File: config.mk
export PLATFORM = sky130hd
export DESIGN_NAME = sac_host
export DESIGN_NICKNAME = d
export VERILOG_FILES = /design/src/rtl/sac_pkg.sv /design/src/rtl/sac_tmr_if.sv /design/src/rtl/sac_phase_timer.sv /design/src/rtl/sac_host.sv
export VERILOG_INCLUDE_DIRS = /design/src /design/src/rtl
export SDC_FILE = /design/constraint.sdc
export NUM_CORES = 1
export LEC_CHECK = 0
export BUFFER_PORTS_ARGS = -buffer_cell sky130_fd_sc_hd__buf_2
export CAP_MARGIN = 15
export CORE_MARGIN = 8
export CORE_UTILIZATION = 52
export CTS_CLUSTER_DIAMETER = 30
export DETAILED_ROUTE_END_ITERATION = 16
export PLACE_DENSITY = 0.85
export SETUP_SLACK_MARGIN = 0.5
export SKIP_CTS_REPAIR_TIMING = 1
export SLEW_MARGIN = 40
export SYNTH_ARGS = -nofsm -noshare
export SYNTH_HDL_FRONTEND = slang
export SYNTH_SLANG_ARGS = --single-unit
File: constraint.sdc
create_clock -name clk_sys -period 5.31 [get_ports clk_sys]
set_input_delay 0.2655 -clock clk_sys [delete_from_list [all_inputs] [get_ports clk_sys]]
set_output_delay 0.2655 -clock clk_sys [all_outputs]
set_load 0.05 [all_outputs]
File: src/rtl/sac_consts.svh
// Summary of operation
// - Host lowers select and lane together, write strobe one cycle later
// - First rising strobe edge ends the write
// - Host times data against the ending edge
// - Address valid by chip select falling edge
// - Write pulse covers setup plus release time
// - Host waits for device release before driving
// - Write strobe stays high during reads
`ifndef SAC_CONSTS_SVH
`define SAC_CONSTS_SVH

// pin, data and timer counter widths
`define SAC_ADDR_W 17
`define SAC_DATA_W 16
`define SAC_LANE_W 8
`define SAC_CNT_W 4

// system clock period in ns
`define SAC_CLK_NS 10
// address to data, least wait before sampling, ns
`define SAC_T_ACCESS_NS 10
// least write strobe pulse width, ns
`define SAC_T_WE_PULSE_NS 7
// data setup to write end, ns
`define SAC_DATA_SETUP_TIME_NS 5
// write strobe low to outputs released, ns
`define SAC_OUTPUT_RELEASE_TIME_NS 5
// output enable high to released, ns
`define SAC_T_OE_RELEASE_NS 5
// byte lane disable to released, ns
`define SAC_T_LANE_RELEASE_NS 6

// least times round up to whole cycles
`define SAC_CEIL_CYC(ns) (((ns) + `SAC_CLK_NS - 1) / `SAC_CLK_NS)
`define SAC_MAX(a, b) (((a) > (b)) ? (a) : (b))
// read access cycles
`define SAC_RD_CYC `SAC_CEIL_CYC(`SAC_T_ACCESS_NS)
// write pulse covers both the pulse width and setup plus release
`define SAC_WR_CYC `SAC_CEIL_CYC(`SAC_MAX(`SAC_T_WE_PULSE_NS, \
  `SAC_DATA_SETUP_TIME_NS + `SAC_OUTPUT_RELEASE_TIME_NS))
// bus turnaround after a read before the host may drive
`define SAC_TURN_CYC `SAC_CEIL_CYC(`SAC_MAX(`SAC_T_OE_RELEASE_NS, `SAC_T_LANE_RELEASE_NS))

// reset level of the strobe pins (all inactive)
`define SAC_STROBE_IDLE 1'b1
`define SAC_LANES_IDLE 2'b11

`endif

File: src/rtl/sac_pkg.sv
package sac_pkg;

  // one-hot controller states
  typedef enum logic [5:0] {
    SAC_IDLE     = 6'b000001,
    SAC_RD_ACT   = 6'b000010,
    SAC_RD_TURN  = 6'b000100,
    SAC_WR_SETUP = 6'b001000,
    SAC_WR_PULSE = 6'b010000,
    SAC_WR_END   = 6'b100000
  } sac_state_e;

  // widen a two-bit lane select to a per-bit mask
  function automatic logic [15:0] sac_lane_mask(input logic [1:0] lanes);
    sac_lane_mask = {{8{lanes[1]}}, {8{lanes[0]}}};
  endfunction : sac_lane_mask

  // an empty lane select means the whole word
  function automatic logic [1:0] sac_lanes_eff(input logic [1:0] be);
    sac_lanes_eff = (be == 2'h0) ? 2'h3 : be;
  endfunction : sac_lanes_eff

endpackage : sac_pkg

File: src/rtl/sac_tmr_if.sv
`timescale 1ns/1ps
// carries the phase timer between controller and counter
interface sac_tmr_if;
  logic load; // load the counter this cycle
  logic [3:0] value; // cycles minus one to run
  logic expired; // counter has reached zero
  modport ctl (output load, output value, input expired);
  modport tmr (input load, input value, output expired);
endinterface : sac_tmr_if

File: src/rtl/sac_phase_timer.sv
`timescale 1ns/1ps
`include "sac_consts.svh"

// counts down the length of one pin phase
module sac_phase_timer (
  // clock and reset
  input wire logic clk_sys,
  input wire logic arst_n,
  input wire logic clk_en,
  // timer carrier
  sac_tmr_if.tmr tif
);

  logic [`SAC_CNT_W-1:0] cnt_q; // remaining cycles

  // load on request, else count down to zero and stay
  always_ff @(posedge clk_sys or negedge arst_n) begin
    if (!arst_n) begin
      cnt_q <= 4'h0;
    end else if (clk_en) begin
      if (tif.load) begin
        cnt_q <= tif.value;
      end else if (cnt_q != 4'h0) begin
        cnt_q <= cnt_q - 4'h1;
      end
    end
  end

  // zero means the phase has run its length
  assign tif.expired = (cnt_q == 4'h0);

endmodule : sac_phase_timer

File: src/rtl/sac_host.sv
`timescale 1ns/1ps
`include "sac_consts.svh"

// host side controller for a 16-bit asynchronous static ram
module sac_host (
  // clock, reset, freeze
  input wire logic clk_sys,
  input wire logic arst_n,
  input wire logic clk_en,
  // user request
  input wire logic req_valid,
  input wire logic req_write,
  input wire logic [`SAC_ADDR_W-1:0] req_addr,
  input wire logic [`SAC_DATA_W-1:0] req_wdata,
  input wire logic [1:0] req_be,
  output logic req_ready,
  // user answer
  output logic rd_valid,
  output logic [`SAC_DATA_W-1:0] rd_data,
  output logic wr_done,
  // memory pins
  output logic [`SAC_ADDR_W-1:0] sram_addr,
  output logic chip_select_n,
  output logic output_enable_n,
  output logic write_strobe_n,
  output logic lower_byte_lane_n,
  output logic upper_byte_lane_n,
  // two-way data pins
  input wire logic [`SAC_DATA_W-1:0] dq_i,
  output logic [`SAC_DATA_W-1:0] dq_o,
  output logic [`SAC_DATA_W-1:0] dq_oe
);

  sac_pkg::sac_state_e state_q; // current phase
  logic rdy_q; // ready for a new request
  logic rd_valid_q; // read data pulse
  logic wr_done_q; // write finished pulse
  logic [`SAC_DATA_W-1:0] rd_data_q; // captured read word
  logic [`SAC_ADDR_W-1:0] addr_q; // address pins
  logic cs_n_q; // chip select pin
  logic oe_n_q; // output enable pin
  logic we_n_q; // write strobe pin
  logic [1:0] lanes_n_q; // byte lane pins, bit 0 lower
  logic [`SAC_DATA_W-1:0] dq_o_q; // write data pins
  logic [`SAC_DATA_W-1:0] dq_oe_q; // data pin drive enables
  logic accept; // request taken this cycle
  logic [1:0] lanes; // effective lane select of the request
  logic tmr_exp; // phase timer has run out

  sac_tmr_if tif ();

  // phase timer
  sac_phase_timer u_timer (
    .clk_sys(clk_sys),
    .arst_n(arst_n),
    .clk_en(clk_en),
    .tif(tif)
  );

  // request taken only while idle and ready
  assign accept = req_valid && rdy_q && (state_q == sac_pkg::SAC_IDLE);
  // at least one lane is always selected
  assign lanes = sac_pkg::sac_lanes_eff(req_be);
  assign tmr_exp = tif.expired;

  // timer loads at the start of each timed phase
  always_comb begin
    tif.load = 1'b0;
    tif.value = 4'h0;
    unique case (state_q)
      // read access time before sampling
      sac_pkg::SAC_IDLE: begin
        if (accept && !req_write) begin
          tif.load = 1'b1;
          tif.value = 4'(`SAC_RD_CYC - 1);
        end
      end
      // release time before the host may drive again
      sac_pkg::SAC_RD_ACT: begin
        if (tmr_exp) begin
          tif.load = 1'b1;
          tif.value = 4'(`SAC_TURN_CYC - 1);
        end
      end
      // write strobe width
      sac_pkg::SAC_WR_SETUP: begin
        tif.load = 1'b1;
        tif.value = 4'(`SAC_WR_CYC - 1);
      end
      // phases that load no timer
      default: begin
        tif.load = 1'b0;
        tif.value = 4'h0;
      end
    endcase
  end

  // phase sequencing
  always_ff @(posedge clk_sys or negedge arst_n) begin
    if (!arst_n) begin
      state_q <= sac_pkg::SAC_IDLE;
    end else if (clk_en) begin
      unique case (state_q)
        // wait for a request
        sac_pkg::SAC_IDLE: begin
          if (accept) begin
            state_q <= req_write ? sac_pkg::SAC_WR_SETUP : sac_pkg::SAC_RD_ACT;
          end
        end
        // read access running
        sac_pkg::SAC_RD_ACT: begin
          if (tmr_exp) begin
            state_q <= sac_pkg::SAC_RD_TURN;
          end
        end
        // device releasing the data pins
        sac_pkg::SAC_RD_TURN: begin
          if (tmr_exp) begin
            state_q <= sac_pkg::SAC_IDLE;
          end
        end
        // address and data settle with strobe high
        sac_pkg::SAC_WR_SETUP: begin
          state_q <= sac_pkg::SAC_WR_PULSE;
        end
        // write strobe low
        sac_pkg::SAC_WR_PULSE: begin
          if (tmr_exp) begin
            state_q <= sac_pkg::SAC_WR_END;
          end
        end
        // strobe risen, data still held
        sac_pkg::SAC_WR_END: begin
          state_q <= sac_pkg::SAC_IDLE;
        end
        // stray code recovers to idle
        default: begin
          state_q <= sac_pkg::SAC_IDLE;
        end
      endcase
    end
  end

  // select, enable and lane pins with the address
  always_ff @(posedge clk_sys or negedge arst_n) begin
    if (!arst_n) begin
      addr_q <= 17'h00000;
      cs_n_q <= `SAC_STROBE_IDLE;
      oe_n_q <= `SAC_STROBE_IDLE;
      lanes_n_q <= `SAC_LANES_IDLE;
    end else if (clk_en) begin
      if (accept) begin
        // address set together with select falling edge
        addr_q <= req_addr;
        cs_n_q <= 1'b0;
        // writes keep output enable high so the device stays off the pins
        oe_n_q <= req_write;
        lanes_n_q <= ~lanes;
      end else if ((state_q == sac_pkg::SAC_RD_ACT) && tmr_exp) begin
        // end read: deselect puts the device in standby
        cs_n_q <= 1'b1;
        oe_n_q <= 1'b1;
        lanes_n_q <= `SAC_LANES_IDLE;
      end else if (state_q == sac_pkg::SAC_WR_END) begin
        // deselect one cycle after the strobe has ended the write
        cs_n_q <= 1'b1;
        lanes_n_q <= `SAC_LANES_IDLE;
      end
    end
  end

  // write strobe pin
  always_ff @(posedge clk_sys or negedge arst_n) begin
    if (!arst_n) begin
      we_n_q <= `SAC_STROBE_IDLE;
    end else if (clk_en) begin
      if (accept) begin
        // reads and write setup both start with the strobe high
        we_n_q <= 1'b1;
      end else if (state_q == sac_pkg::SAC_WR_SETUP) begin
        // overlap of all low strobes opens the write
        we_n_q <= 1'b0;
      end else if ((state_q == sac_pkg::SAC_WR_PULSE) && tmr_exp) begin
        // rising strobe is the edge that ends this write
        we_n_q <= 1'b1;
      end
    end
  end

  // data pin drive
  always_ff @(posedge clk_sys or negedge arst_n) begin
    if (!arst_n) begin
      dq_o_q <= 16'h0000;
      dq_oe_q <= 16'h0000;
    end else if (clk_en) begin
      if (accept && req_write) begin
        // drive only selected lanes, a full cycle before the strobe falls
        dq_o_q <= req_wdata & sac_pkg::sac_lane_mask(lanes);
        dq_oe_q <= sac_pkg::sac_lane_mask(lanes);
      end else if (state_q == sac_pkg::SAC_WR_END) begin
        // held through the ending edge, dropped one cycle later
        dq_oe_q <= 16'h0000;
      end
    end
  end

  // user side handshake and answers
  always_ff @(posedge clk_sys or negedge arst_n) begin
    if (!arst_n) begin
      rdy_q <= 1'b1;
      rd_valid_q <= 1'b0;
      wr_done_q <= 1'b0;
      rd_data_q <= 16'h0000;
    end else if (clk_en) begin
      rd_valid_q <= 1'b0;
      wr_done_q <= 1'b0;
      if (accept) begin
        rdy_q <= 1'b0;
      end else if ((state_q == sac_pkg::SAC_RD_ACT) && tmr_exp) begin
        // sample enabled lanes, zero the others
        rd_valid_q <= 1'b1;
        rd_data_q <= dq_i & sac_pkg::sac_lane_mask(~lanes_n_q);
      end else if ((state_q == sac_pkg::SAC_RD_TURN) && tmr_exp) begin
        rdy_q <= 1'b1;
      end else if (state_q == sac_pkg::SAC_WR_END) begin
        wr_done_q <= 1'b1;
        rdy_q <= 1'b1;
      end
    end
  end

  // outputs straight from flip-flops
  assign req_ready = rdy_q;
  assign rd_valid = rd_valid_q;
  assign rd_data = rd_data_q;
  assign wr_done = wr_done_q;
  assign sram_addr = addr_q;
  assign chip_select_n = cs_n_q;
  assign output_enable_n = oe_n_q;
  assign write_strobe_n = we_n_q;
  assign lower_byte_lane_n = lanes_n_q[0];
  assign upper_byte_lane_n = lanes_n_q[1];
  assign dq_o = dq_o_q;
  assign dq_oe = dq_oe_q;

endmodule : sac_host

* Word level (Yosys, flattened, before mapping)
Cells that the tools add are included.
** Storage, ports and cells
- Flip-flop bits (word level) :: 83
- Input port bits :: 56
- Output and inout bits :: 73
- Logic and storage cells :: 91
** Cells by class
- $add $sub $neg :: 1
- Equal/unequal tests :: 11
- Multiplexer cells :: 34
- Bitwise gates (word level) :: 5
- Reductions and logical operators :: 27
** Operator list (number)
- 16-bit bitwise AND :: 2
- 16-bit 2-to-1 mux :: 2
- 6-bit case mux with 5 select lines :: 1
- 6-bit 2-to-1 mux :: 4
- 1-bit 2-to-1 mux :: 19
- 2-bit AND reduction :: 7
- 4-bit 2-to-1 mux :: 3
- 2-bit inequality test, second input constant :: 5
- 3-bit nonzero test :: 3
- 2-bit 2-to-1 mux :: 4
- 1-bit logical AND :: 7
- 6-bit by 1-bit equality test with 1-bit output, second input constant :: 1
- 6-bit by 2-bit equality test with 1-bit output, second input constant :: 1
- 6-bit by 3-bit equality test with 1-bit output, second input constant :: 1
- 6-bit by 4-bit equality test with 1-bit output, second input constant :: 1
- 6-bit by 5-bit equality test with 1-bit output, second input constant :: 1
- 6-bit equality test, second input constant :: 1
- 3-bit AND reduction :: 2
- 2-bit nonzero test :: 3
- 5-bit AND reduction :: 1
- 4-bit zero test :: 1
- 2-bit NOT :: 2
- 4-bit nonzero test :: 1
- 4-bit by 1-bit subtractor with 4-bit output, second input constant :: 1
- 4 further kinds :: 4

* Longest topological paths before layout
Gate-level depths: netlist of the first run.
- Depth in word-level cells :: 7
- Depth in mapped cells :: 8

* Cells and area by module
A second synthesis of the first run with hierarchy kept.
** Second synthesis, totals
- Cell total of the unflattened synthesis :: 313
- Area total of the unflattened synthesis :: 3275.6 um2
** By module, submodules not included
- sac_host :: times used 1, cells each 283, area each 2987.9 um2
- sac_phase_timer :: times used 1, cells each 30, area each 287.8 um2

* Least setup slack after synthesis of the first run
No wires, ideal clock.
- Path type :: register -> register
- From :: register u_timer.cnt_q[0]
- To :: register rd_data_q[3], in the netlist rd_data[3]
- Library setup time :: 0.120 ns
- Data arrival time :: 1.984 ns
- Setup slack :: 3.207 ns
- Cell stages (with the launch flop) :: 9
- Path buffers :: 2
- Period minus slack after synthesis :: 2.103 ns
- Path through :: dfrtp_1 inv_1 ha_1 or3b_2 or4_4 buf_6 buf_6 nand2_1 o21ai_2
** On the way
- Longest elaborated chain between the ends :: 3
** Ends and longest elaborated chain
- from (decl) :: RTL line sac_phase_timer.sv:14 : logic [`SAC_CNT_W-1:0] cnt_q;
- from (signal assigned) :: RTL line sac_phase_timer.sv:22 : cnt_q <= tif.value;
- from (signal assigned) :: RTL line sac_phase_timer.sv:24 : cnt_q <= cnt_q - 4'h1;
- 4-bit zero test :: RTL line sac_phase_timer.sv:30 : assign tif.expired = (cnt_q == 4'h0);
- 1-bit logical AND :: RTL line sac_host.sv:219 : end else if ((state_q == sac_pkg::SAC_RD_ACT) && tmr_exp) begin
- 3-bit AND reduction (no line)
- to (signal assigned) :: RTL line sac_host.sv:222 : rd_data_q <= dq_i & sac_pkg::sac_lane_mask(~lanes_n_q);
- to (decl) :: RTL line sac_host.sv:38 : logic [`SAC_DATA_W-1:0] rd_data_q;
Every way passes these cells.
A chain may end at the register's enable or synchronous reset.

* Worst setup path in the final report of the first run
- From :: register u_timer.cnt_q[0]
- To :: register rd_data_q[15], in the netlist rd_data[15]
Same word-level chain as after synthesis.

==> results of run 1 <==
per-layer routing:
metal	part of all wire, %	up-vias
met5	0	-
li1	-	1245
met1	41	1184
met4	0.95	0
met2	45	123
met3	13	9
synth_stat cells, drive strengths merged, types with 2 or more instances:
cell type / n / share of area (%)
clkinv: 2 / 0.24
nand2b: 5 / 0.98
nand2: 70 / 8.3
or3: 2 / 0.39
a21oi: 4 / 0.63
o22ai: 2 / 0.39
o311ai: 2 / 0.55
inv: 13 / 1.5
buf: 22 / 5.7
nor3: 4 / 0.63
or4: 2 / 0.71
nand4: 6 / 1.2
dfstp: 7 / 5.8
o21ai: 39 / 7.7
nor3b: 2 / 0.47
and4b: 2 / 0.63
nor2: 5 / 0.59
dfrtp: 62 / 49
ha: 2 / 0.78
clkbuf: 10 / 1.2
nor4: 2 / 0.59
a22oi: 2 / 0.47
mux2: 22 / 7.8
nand3: 4 / 0.63
registers in the layout (all words and copies together) (netlist names), 2 cells and up:
register and count:
u_timer.cnt_q 4, sram_addr 17, state_q 6, dq_o 16
rd_data 16, dq_oe 2, lanes_n_q 2
logic make-up after synthesis:
kind of cell / count (synthesis) / synth area share, %
muxes: 22 / 7.77
AOI/OAI and AO/OA: 57 / 11.7
and+or+nand+nor: 108 / 16.1
adders and majority gates: 2 / 0.785
buffers and inverters: 47 / 8.67
DFF: 69 / 54.4
xor gates and xnor gates: 2 / 0.550
worst reg2reg max path, delay by kind of cell, from the launching register on:
kind / cells / cell delay, ns
and+or+nand+nor: 3 / 1.43
adders and majority gates: 1 / 0.17
AOI/OAI and AO/OA: 1 / 0.07
DFF: 1 / 0.39
buffers and inverters: 1 / 0.10
how the worst max path moves through the flow:
stage	from	to	slack [ns]
finish	u_timer.cnt_q[0]	rd_data[15]	3.03
global route	u_timer.cnt_q[0]	rd_data[15]	2.88
CTS	u_timer.cnt_q[0]	rd_data[15]	3.01
detailed placement	u_timer.cnt_q[0]	rd_data[15]	3.01
global placement	state_q[4]	dq_oe[14]	2.84
floorplan	u_timer.cnt_q[0]	rd_data[3]	3.21
stage by stage:
stage	utilization, %	setup slack, ns	cell area (um2)	power [W]	hold slack, ns
global placement	62.7	2.84	3710	0.00141	0.454
floorplan	-	3.21	3190	0.00128	-0.0301
global route	66.1	2.88	3920	0.00190	0.0703
detailed placement	63.0	3.01	3730	0.00143	0.467
finish	66.1	3.03	3920	0.00181	0.0132
CTS	66.1	3.01	3910	0.00183	0.142
power breakdown:
part / total, W / internal (W) / switching [W]
clock: 0.000399 / 0.000217 / 0.000182
sequential: 0.000690 / 0.000628 / 0.0000612
combinational: 0.000721 / 0.000166 / 0.000555
cell type report:
class,instances,area (um2),area share (%)
Inverter,15,56.3,1.44
Sequential cell,69,1740,44.3
Clock buffer,12,135,3.45
Tap cell,75,93.8,2.40
Multi-Input combinational cell,191,1180,30.0
Timing Repair Buffer,131,671,17.1
Clock inverter,4,48.8,1.25
==> out/metrics.csv, run 1 <==
stage,metric,value,unit
synth,Yosys cell types,46,
job,number of max-cap violations,0,
synth,yosys warns,0,
power,Lkg Pwr,2.09,nW
timing,RSZ-0062 raised after global routing,false,
synth,Post-synth EDFFs,0,
power,Cell Pwr Density,462,nW/um2
global_route,number of global-route vias before repair,2637,
floorplanning,Initial Util,53.8,%
min_path,Hold Path Class,in2async,
global_route,first-pass GRT wire length,12.2,mm
critical_path,Buf/Inv on CP,1,
timing,Final setup viols,0,
floorplanning,Die X-Extent,94.3,um
critical_path,CP Cell Sequence,inv_1 > ha_1 > or3b_2 > or4_4 > nand2_1 > o21ai_2,
global_route,grt total ovfl,0,
global_route,met3 usage,7.91,%
placement,placed instance count,481,
clock_tree,Skew-Pair Late Insertion Delay,0.33,ns
timing,Max Clock Freq,439,MHz
finish,Nets,475,
finish,"commonest cells after routing, fill and taps aside","128 x buf_2, 69 x nand2_1, 62 x dfrtp_1",
synth,"Cell Area, Synth",3190,um2
finish,Antenna Cells,0,
timing,Worst Tran Pin Value,0.603,ns
timing,Sum Neg Setup Slack,0,ns
timing,Worst Skew,0.0102,ns
synth,Post-synth ARST share,100,%
critical_path,reg-to-reg critical path startpoint,u_timer.cnt_q[0],
critical_path,CP Depth,6,
clock_tree,clock sink count,69,
route,vias,2561,
floorplanning,core area,5920,um2
finish,share of cells above drive strength 1,45.5,%
clock_tree,CTS tree,yes,
synth,Synth Flop Type,dfrtp_1,
critical_path,Crit. End Element,register,
critical_path,arrival time worst endpoint,2.49,ns
critical_path,"delay-heaviest family, CP",simple AND/OR/NAND/NOR gates,
status,outcome,completed,
timing,max-slew violation count,0,
global_route,GRT Overall Usage,17.2,%
synth,synthesized area per cell,10.4,um2
timing,Tmin final,2.28,ns
critical_path,Reg2Reg Depth,6,
route,WL per Instance,15.2,um
critical_path,"Max stage delay cell, worst path",or4_4,
global_route,Top Usage Layer GRT,met2,
global_route,pin count of the biggest net entering global routing,70,
synth,post-synthesis net count,365,
route,via/cell ratio,5.15,
route,first-iteration detailed-routing DRC count,102,
critical_path,Reg2Reg Setup Slack,3.03,ns
floorplanning,row count,28,
timing,final critical-path share of the clock period,42.9,%
route,Final ANT Viol Nets,0,
floorplanning,Die Height,94.3,um
placement,gpl congestion,0.935,
synth,"Seq/Total Area, Yosys",54.4,%
clock_tree,CTS max path bufs,2,
placement,Port Buffers,128,
placement,DPL Wire Length,5.85,mm
finish,P&R area growth vs syn,22.8,%
critical_path,crit-path max cell delay,0.74,ns
clock_tree,Num CTS Buffers,9,
power,Max VDD drop,0.298,mV
global_route,met1 Use GR,20.8,%
critical_path,Setup crit start kind,register,
synth,number of synthesized register bits,69,
global_route,antenna violations before repair,0,
floorplanning,number of top-level pins,129,
synth,number of cells produced by synthesis,307,
clock_tree,Root Buffer,clkbuf_8,
finish,FILL cells,477,
route,router iterations before antenna repair,4,
finish,Final Non-Filler Cells,497,
floorplanning,Die ar.,8890,um2
critical_path,Crit Path Max Fanout,33,
clock_tree,"Reg clk slew, reported paths",0.07,ns
timing,Rel. slew slack,59.8,%
critical_path,Critical Path RT,5.52,ns
route,Routed WL,7.54,mm
finish,"most common cell after layout, fill and taps aside",buf_2,
critical_path,R2R Path End,rd_data[15],
global_route,met2 GRT Util,26.1,%
route,Residual DRC,0,
timing,Final Hold Fails,0,
critical_path,CP Class,reg2reg,
clock_tree,H-tree levels,3,
(Power assumes the default switching activity.)
==> run 2: changes to the inputs <==
- ABC_AREA: not set -> 1
- CORE_UTILIZATION: 52 -> 48
- PLACE_DENSITY: 0.85 -> 0.79
- clock period: 5.31 -> 2.22 ns (I/O delays scaled with it)
==> out/metrics.csv, run 2 <==
stage,metric,value,unit
status,outcome,completed,
power,Lkg Pwr,2.66,nW
power,Cell Pwr Density,1550,nW/um2
synth,most common cell in the netlist,nand2_1,
finish,FILL cells,498,
critical_path,arrival time worst endpoint,1.94,ns
timing,Worst Skew,0.0110,ns
synth,XOR/XNOR share of the synthesized area,0.545,%
route,via/cell ratio,4.93,
route,Final ANT Viol Nets,0,
power,Switch Pwr,0.00385,W
route,Routed WL,9.61,mm
timing,Worst Tran Pin Value,0.633,ns
synth,Yosys cell types,24,
critical_path,CP Class,reg2reg,
synth,largest family of logic cells by synthesized area,simple AND/OR/NAND/NOR gates,
synth,number of synthesized register bits,69,
synth,synthesized area per cell,8.49,um2
synth,post-synth top area share,48.2,%
route,router iterations before antenna repair,5,
route,Residual DRC,0,
timing,Rel. slew slack,57.8,%
floorplanning,Die X-Extent,97.9,um
synth,Post-synth EDFFs,0,
placement,pre-CTS setup slack,0.164,ns
global_route,GRT Overall Usage,17.2,%
floorplanning,row count,30,
critical_path,Setup crit start kind,register,
power,Max VDD drop,1.01,mV
min_path,Hold Path Class,in2reg,
global_route,first-pass GRT wire length,13.5,mm
route,WL per Instance,14.9,um
route,first-iteration detailed-routing DRC count,187,
finish,Nets,616,
finish,share of cells above drive strength 1,36.1,%
power,switching share of power,53.4,%
synth,largest cells by area after synthesis,"dfrtp_1 48%, nand2_1 18%, dfstp_2 5.7%",
finish,P&R area growth vs syn,45.1,%
timing,fin worst setup slack,0.515,ns
placement,Port Buffers,128,
clock_tree,CTS max path bufs,2,
global_route,grt total ovfl,0,
synth,"Cell Area, Synth",3220,um2
synth,Post-synth ARST share,100,%
placement,gpl congestion,0.897,
power,Flop pwr share,29.4,%
global_route,pin count of the biggest net entering global routing,32,
synth,dominant cell type by area after synthesis,dfrtp_1,
timing,RSZ-0062 raised after global routing,true,
clock_tree,Skew-Pair Late Insertion Delay,0.34,ns
synth,yosys warns,0,
critical_path,Crit. End Element,register,
synth,simple logic cell fraction of the synthesized area,31.2,%
power,Comb power frac,54.8,%
synth,adder-cell share of the synthesized area,0.778,%
floorplanning,core area,6640,um2
floorplanning,Die ar.,9580,um2
synth,Synth Flop Type,dfrtp_1,
timing,Sum Neg Setup Slack,0,ns
power,P_int,0.00337,W
clock_tree,clock sink count,69,
floorplanning,number of top-level pins,129,
finish,"commonest cells after routing, fill and taps aside","149 x nand2_1, 128 x buf_2, 62 x dfrtp_1",
clock_tree,H-tree levels,3,
global_route,antenna violations before repair,0,
timing,max-slew violation count,0,
synth,Synth top cells by count,"152 x nand2_1, 62 x dfrtp_1, 32 x nand3_1",
timing,Final setup viols,0,
critical_path,Critical Path RT,2.45,ns
global_route,number of global-route vias before repair,2799,
clock_tree,CTS tree,yes,
clock_tree,Root Buffer,clkbuf_8,
placement,DPL Wire Length,6.20,mm
timing,final critical-path share of the clock period,76.8,%
synth,number of cells produced by synthesis,379,
floorplanning,Initial Util,48.4,%
clock_tree,Num CTS Buffers,9,
finish,"most common cell after layout, fill and taps aside",nand2_1,
route,vias,3170,
synth,Compound-Gate Fraction of Synth Area,4.82,%
job,number of max-cap violations,0,
synth,"Seq/Total Area, Yosys",53.9,%
timing,Final Hold Fails,0,
synth,post-synthesis mux area share,0,%
clock_tree,"Reg clk slew, reported paths",0.07,ns
timing,Max Clock Freq,586,MHz
synth,post-synthesis net count,437,
floorplanning,Die Height,97.9,um
critical_path,Crit Path Max Fanout,19,
timing,Tmin final,1.71,ns
finish,max FFs per register,17,
power,Clock Power Share,15.8,%
finish,Antenna Cells,0,
## run 2: cell count changes in the layout (fill, tap and decap cells not counted), sizes merged, moves of 18 or more
cell	previous run	this run
buf	131	149
dlygate4sd3	0	42
mux2	22	0
nand2	70	163
nand3	4	34
nor2	5	25
## run 2: metrics by stage
step	hold slack (ns)	cell area, um2	total power [W]	instances	util (%)
detailed placement	0.168	3810	0.00589	566	57.4
floorplan	-0.185	3220	0.00513	379	-
global placement	0.174	3810	0.00582	566	57.4
finish	0.000372	4670	0.00722	643	70.2
global route	0.000926	4670	0.00759	643	70.2
CTS	-0.205	4040	0.00704	582	60.8
## run 2: area by class of cell
class	instances	area (um2)	share of cell area, %
clock buffer	11	141	3.03
clock inverter	5	82.6	1.77
inverter	24	92.6	1.98
multi-input combinational	263	1260	27.0
sequential	69	1740	37.2
tap	80	100	2.14
timing repair buffer	191	1250	26.9
## run 2: routing by layer
metal | share of wire, % | vias up | track usage (%)
met3 | 9.2 | 10 | 8.61
met2 | 49 | 124 | 27.5
met1 | 40 | 1494 | 20.1
met5 | 0 | - | 0
met4 | 0.99 | 0 | 4.32
li1 | - | 1542 | -
## run 2: critical path, stage by stage, from the launching register on
cell     delay, ns
dfstp_2       0.57
nand2_2       0.08
inv_1         0.10
nand4_4       0.13
nor2_4        0.24
buf_8         0.20
inv_4         0.11
nand2_1       0.09
nand2_1       0.06
## run 2: power groups by stage
| stage | registers, W | logic [W] | clock network, W |
|---|---|---|---|
| floorplan | 0.00372 | 0.00141 | 0 |
| global placement | 0.00212 | 0.00371 | 0 |
| detailed placement | 0.00213 | 0.00376 | 0 |
| CTS | 0.00212 | 0.00376 | 0.00116 |
| global route | 0.00219 | 0.00418 | 0.00121 |
| finish | 0.00212 | 0.00395 | 0.00114 |
## run 2: cell families (layout without fill, tap and decap cells)
logic type      after synthesis  in the layout
flops                        69             69
xor+xnor                      2              2
compound gates               31             31
buf+inv                      49            231
simple gates                226            228
fa+ha+maj                     2              2
## run 2: path summary, 6_finish.rpt
kind | cells past startpoint | endpoint | slack (ns) | start
hold / removal | 3 | rd_data[2] | 0.0004 | dq_i[2]
hold reg to reg | 2 | sram_addr[8] | 0.47 | sram_addr[8]
setup / recovery | 8 | sram_addr[14] | 0.51 | req_ready
min in group asynchronous | 2 | dq_o[7] | 0.34 | arst_n
max in group asynchronous | 3 | lanes_n_q[0] | 1.23 | arst_n
setup reg to reg | 8 | sram_addr[14] | 0.51 | req_ready
==> run 3: changes to the inputs <==
- CORE_UTILIZATION: 48 -> 44
- PLACE_DENSITY: 0.79 -> 0.77
- clock period: 2.22 -> 1.5 ns (I/O delays scaled with it)
==> out/metrics.csv, run 3 (synthesized netlist as in run 2, its figures left out) <==
stage,metric,value,unit
floorplanning,Die ar.,10300,um2
timing,Rel. slew slack,74.5,%
finish,P&R area growth vs syn,85.8,%
critical_path,Critical Path RT,1.72,ns
floorplanning,Die X-Extent,102,um
clock_tree,H-tree levels,3,
power,Lkg Pwr,3.10,nW
floorplanning,row count,31,
power,Flop pwr share,25.2,%
critical_path,Crit. End Element,register,
power,Switch Pwr,0.00661,W
critical_path,Crit Path Max Fanout,17,
global_route,grt total ovfl,0,
critical_path,reg-to-reg critical path startpoint,state_q[2],
clock_tree,"Reg clk slew, reported paths",0.08,ns
power,Cell Pwr Density,2220,nW/um2
global_route,antenna violations before repair,0,
status,outcome,"complete, but fails checks",
global_route,GRT Overall Usage,16.6,%
timing,final critical-path share of the clock period,112,%
route,router iterations before antenna repair,7,
clock_tree,Root Buffer,clkbuf_8,
placement,DPL Wire Length,6.36,mm
clock_tree,clock sink count,69,
clock_tree,Num CTS Buffers,9,
min_path,hold wc startpoint,req_be[1],
power,Clock Power Share,11.6,%
power,Comb power frac,63.2,%
timing,Max Clock Freq,596,MHz
finish,FILL cells,354,
timing,Worst Skew,0.0170,ns
route,Routed WL,12.6,mm
timing,max-slew violation count,0,
timing,fin worst setup slack,-0.178,ns
job,number of max-cap violations,0,
min_path,Hold Path Class,in2reg,
global_route,first-pass GRT wire length,13.6,mm
status,failing checks,setup timing,
finish,Antenna Cells,0,
route,WL per Instance,17.8,um
timing,worst hold margin,0.100,ns
power,P_int,0.00667,W
finish,Post-Route Utilization,83.3,%
global_route,number of global-route vias before repair,2930,
floorplanning,Die Height,102,um
critical_path,Reg2Reg Depth,7,
min_path,WHS Endpoint,dq_oe[14],
route,vias,3533,
critical_path,CP Class,reg2reg,
power,Max VDD drop,1.49,mV
critical_path,"delay-heaviest family, CP",simple AND/OR/NAND/NOR gates,
critical_path,Reg2Reg Setup Slack,-0.18,ns
min_path,Hold Path Stages,3,
clock_tree,Skew-Pair Late Insertion Delay,0.35,ns
global_route,pin count of the biggest net entering global routing,70,
timing,Final setup viols,64,
timing,Worst Tran Pin Value,0.381,ns
clock_tree,CTS tree,yes,
critical_path,Critical Path Most Common Cell,nand2_1,
floorplanning,core area,7180,um2
route,Final ANT Viol Nets,0,
clock_tree,CTS max path bufs,2,
floorplanning,Initial Util,44.8,%
placement,gpl congestion,0.919,
critical_path,crit-path max cell delay,0.43,ns
critical_path,Setup crit start kind,register,
finish,share of cells above drive strength 1,51.0,%
route,Residual DRC,0,
finish,"commonest cells after routing, fill and taps aside","118 x nand2_1, 64 x buf_6, 59 x dfrtp_1",
route,via/cell ratio,5.00,
finish,Nets,661,
timing,Tmin final,1.68,ns
finish,"most common cell after layout, fill and taps aside",nand2_1,
timing,Final Hold Fails,0,
critical_path,CP Cell Sequence,inv_1 > nand2_1 > nor2_1 > nand3_4 > buf_8 > o21ai_0 > nand2_1,
floorplanning,number of top-level pins,129,
placement,Port Buffers,128,
critical_path,R2R Path End,rd_data[8],
critical_path,"Max stage delay cell, worst path",dfrtp_1,
power,switching share of power,49.8,%
finish,max FFs per register,17,
timing,RSZ-0062 raised after global routing,true,
route,first-iteration detailed-routing DRC count,160,
critical_path,Buf/Inv on CP,2,
critical_path,arrival time worst endpoint,1.90,ns
-- run 3: cell types whose count changed in the layout (fill, tap and decap cells not counted), sizes merged --
cell         previous run  this run
clkinvlp                0         2
bufinv                  2         1
nand2                 163       162
nand3                  34        33
clkbuf                 11        13
dlygate4sd3            42        50
buf                   149       185
-- run 3: worst max path at each step --
stage	startpoint	to	slack, ns	cells after the start
4_1_cts	state_q[0]	dq_o[3]	-0.04	8
6_report	state_q[2]	rd_data[8]	-0.18	7
2_1_floorplan	req_ready	dq_o[10]	-0.20	9
3_3_place_gp	state_q[0]	dq_o[0]	0.02	8
3_5_place_dp	state_q[0]	dq_o[3]	-0.03	8
5_1_grt	state_q[2]	rd_data[8]	-0.27	7
-- run 3: worst register-to-register path, delay by kind of cell (launching register included) --
kind / cells / cell delay, ns
AO/OA/AOI/OAI: 1 / 0.27
buffers and inverters: 2 / 0.32
flip-flops: 1 / 0.43
AND/OR/NAND/NOR: 4 / 0.54
-- run 3: per-layer routing --
metal  vias to the layer above  share of wire [%]  global-route usage (%)  wire, um
li1                       1625                  -                       -         -
met1                      1712                 36                    20.9      4560
met2                       162                 54                    26.8      6760
met3                        34                7.0                    4.60       885
met4                         0                3.0                    5.61       384
met5                         -                  0                       0         0
-- run 3: stage by stage --
step / power (W) / setup TNS, ns / area (um2) / cells / setup WS (ns)
after global routing: 0.0138 / -9.39 / 5980 / 707 / -0.268
after detailed placement: 0.00889 / -0.210 / 4070 / 599 / -0.0308
after CTS: 0.0104 / -0.318 / 4270 / 615 / -0.0356
after floorplan: 0.00767 / -4.31 / 3330 / 379 / -0.196
final: 0.0133 / -4.40 / 5980 / 707 / -0.178
after global placement: 0.00880 / 0 / 4070 / 599 / 0.0217
-- run 3: power groups by stage --
| stage | Sequential [W] | Combinational, W | Clock [W] |
|---|---|---|---|
| after floorplan | 0.00552 | 0.00215 | 0 |
| final | 0.00334 | 0.00840 | 0.00154 |
| after CTS | 0.00313 | 0.00575 | 0.00156 |
| after global placement | 0.00313 | 0.00567 | 0 |
| after global routing | 0.00341 | 0.00876 | 0.00164 |
| after detailed placement | 0.00314 | 0.00575 | 0 |
-- run 3: area by class of cell --
type                       count  area, um2  share of cell area [%]
inverter                      24        116                    1.95
clock inverter                 5       58.8                   0.984
tap                           99        124                    2.07
sequential                    69       1740                    29.1
clock buffer                  11        141                    2.37
timing repair inverter         1       11.3                   0.188
timing repair buffer         237       2260                    37.9
multi-input combinational    261       1520                    25.5
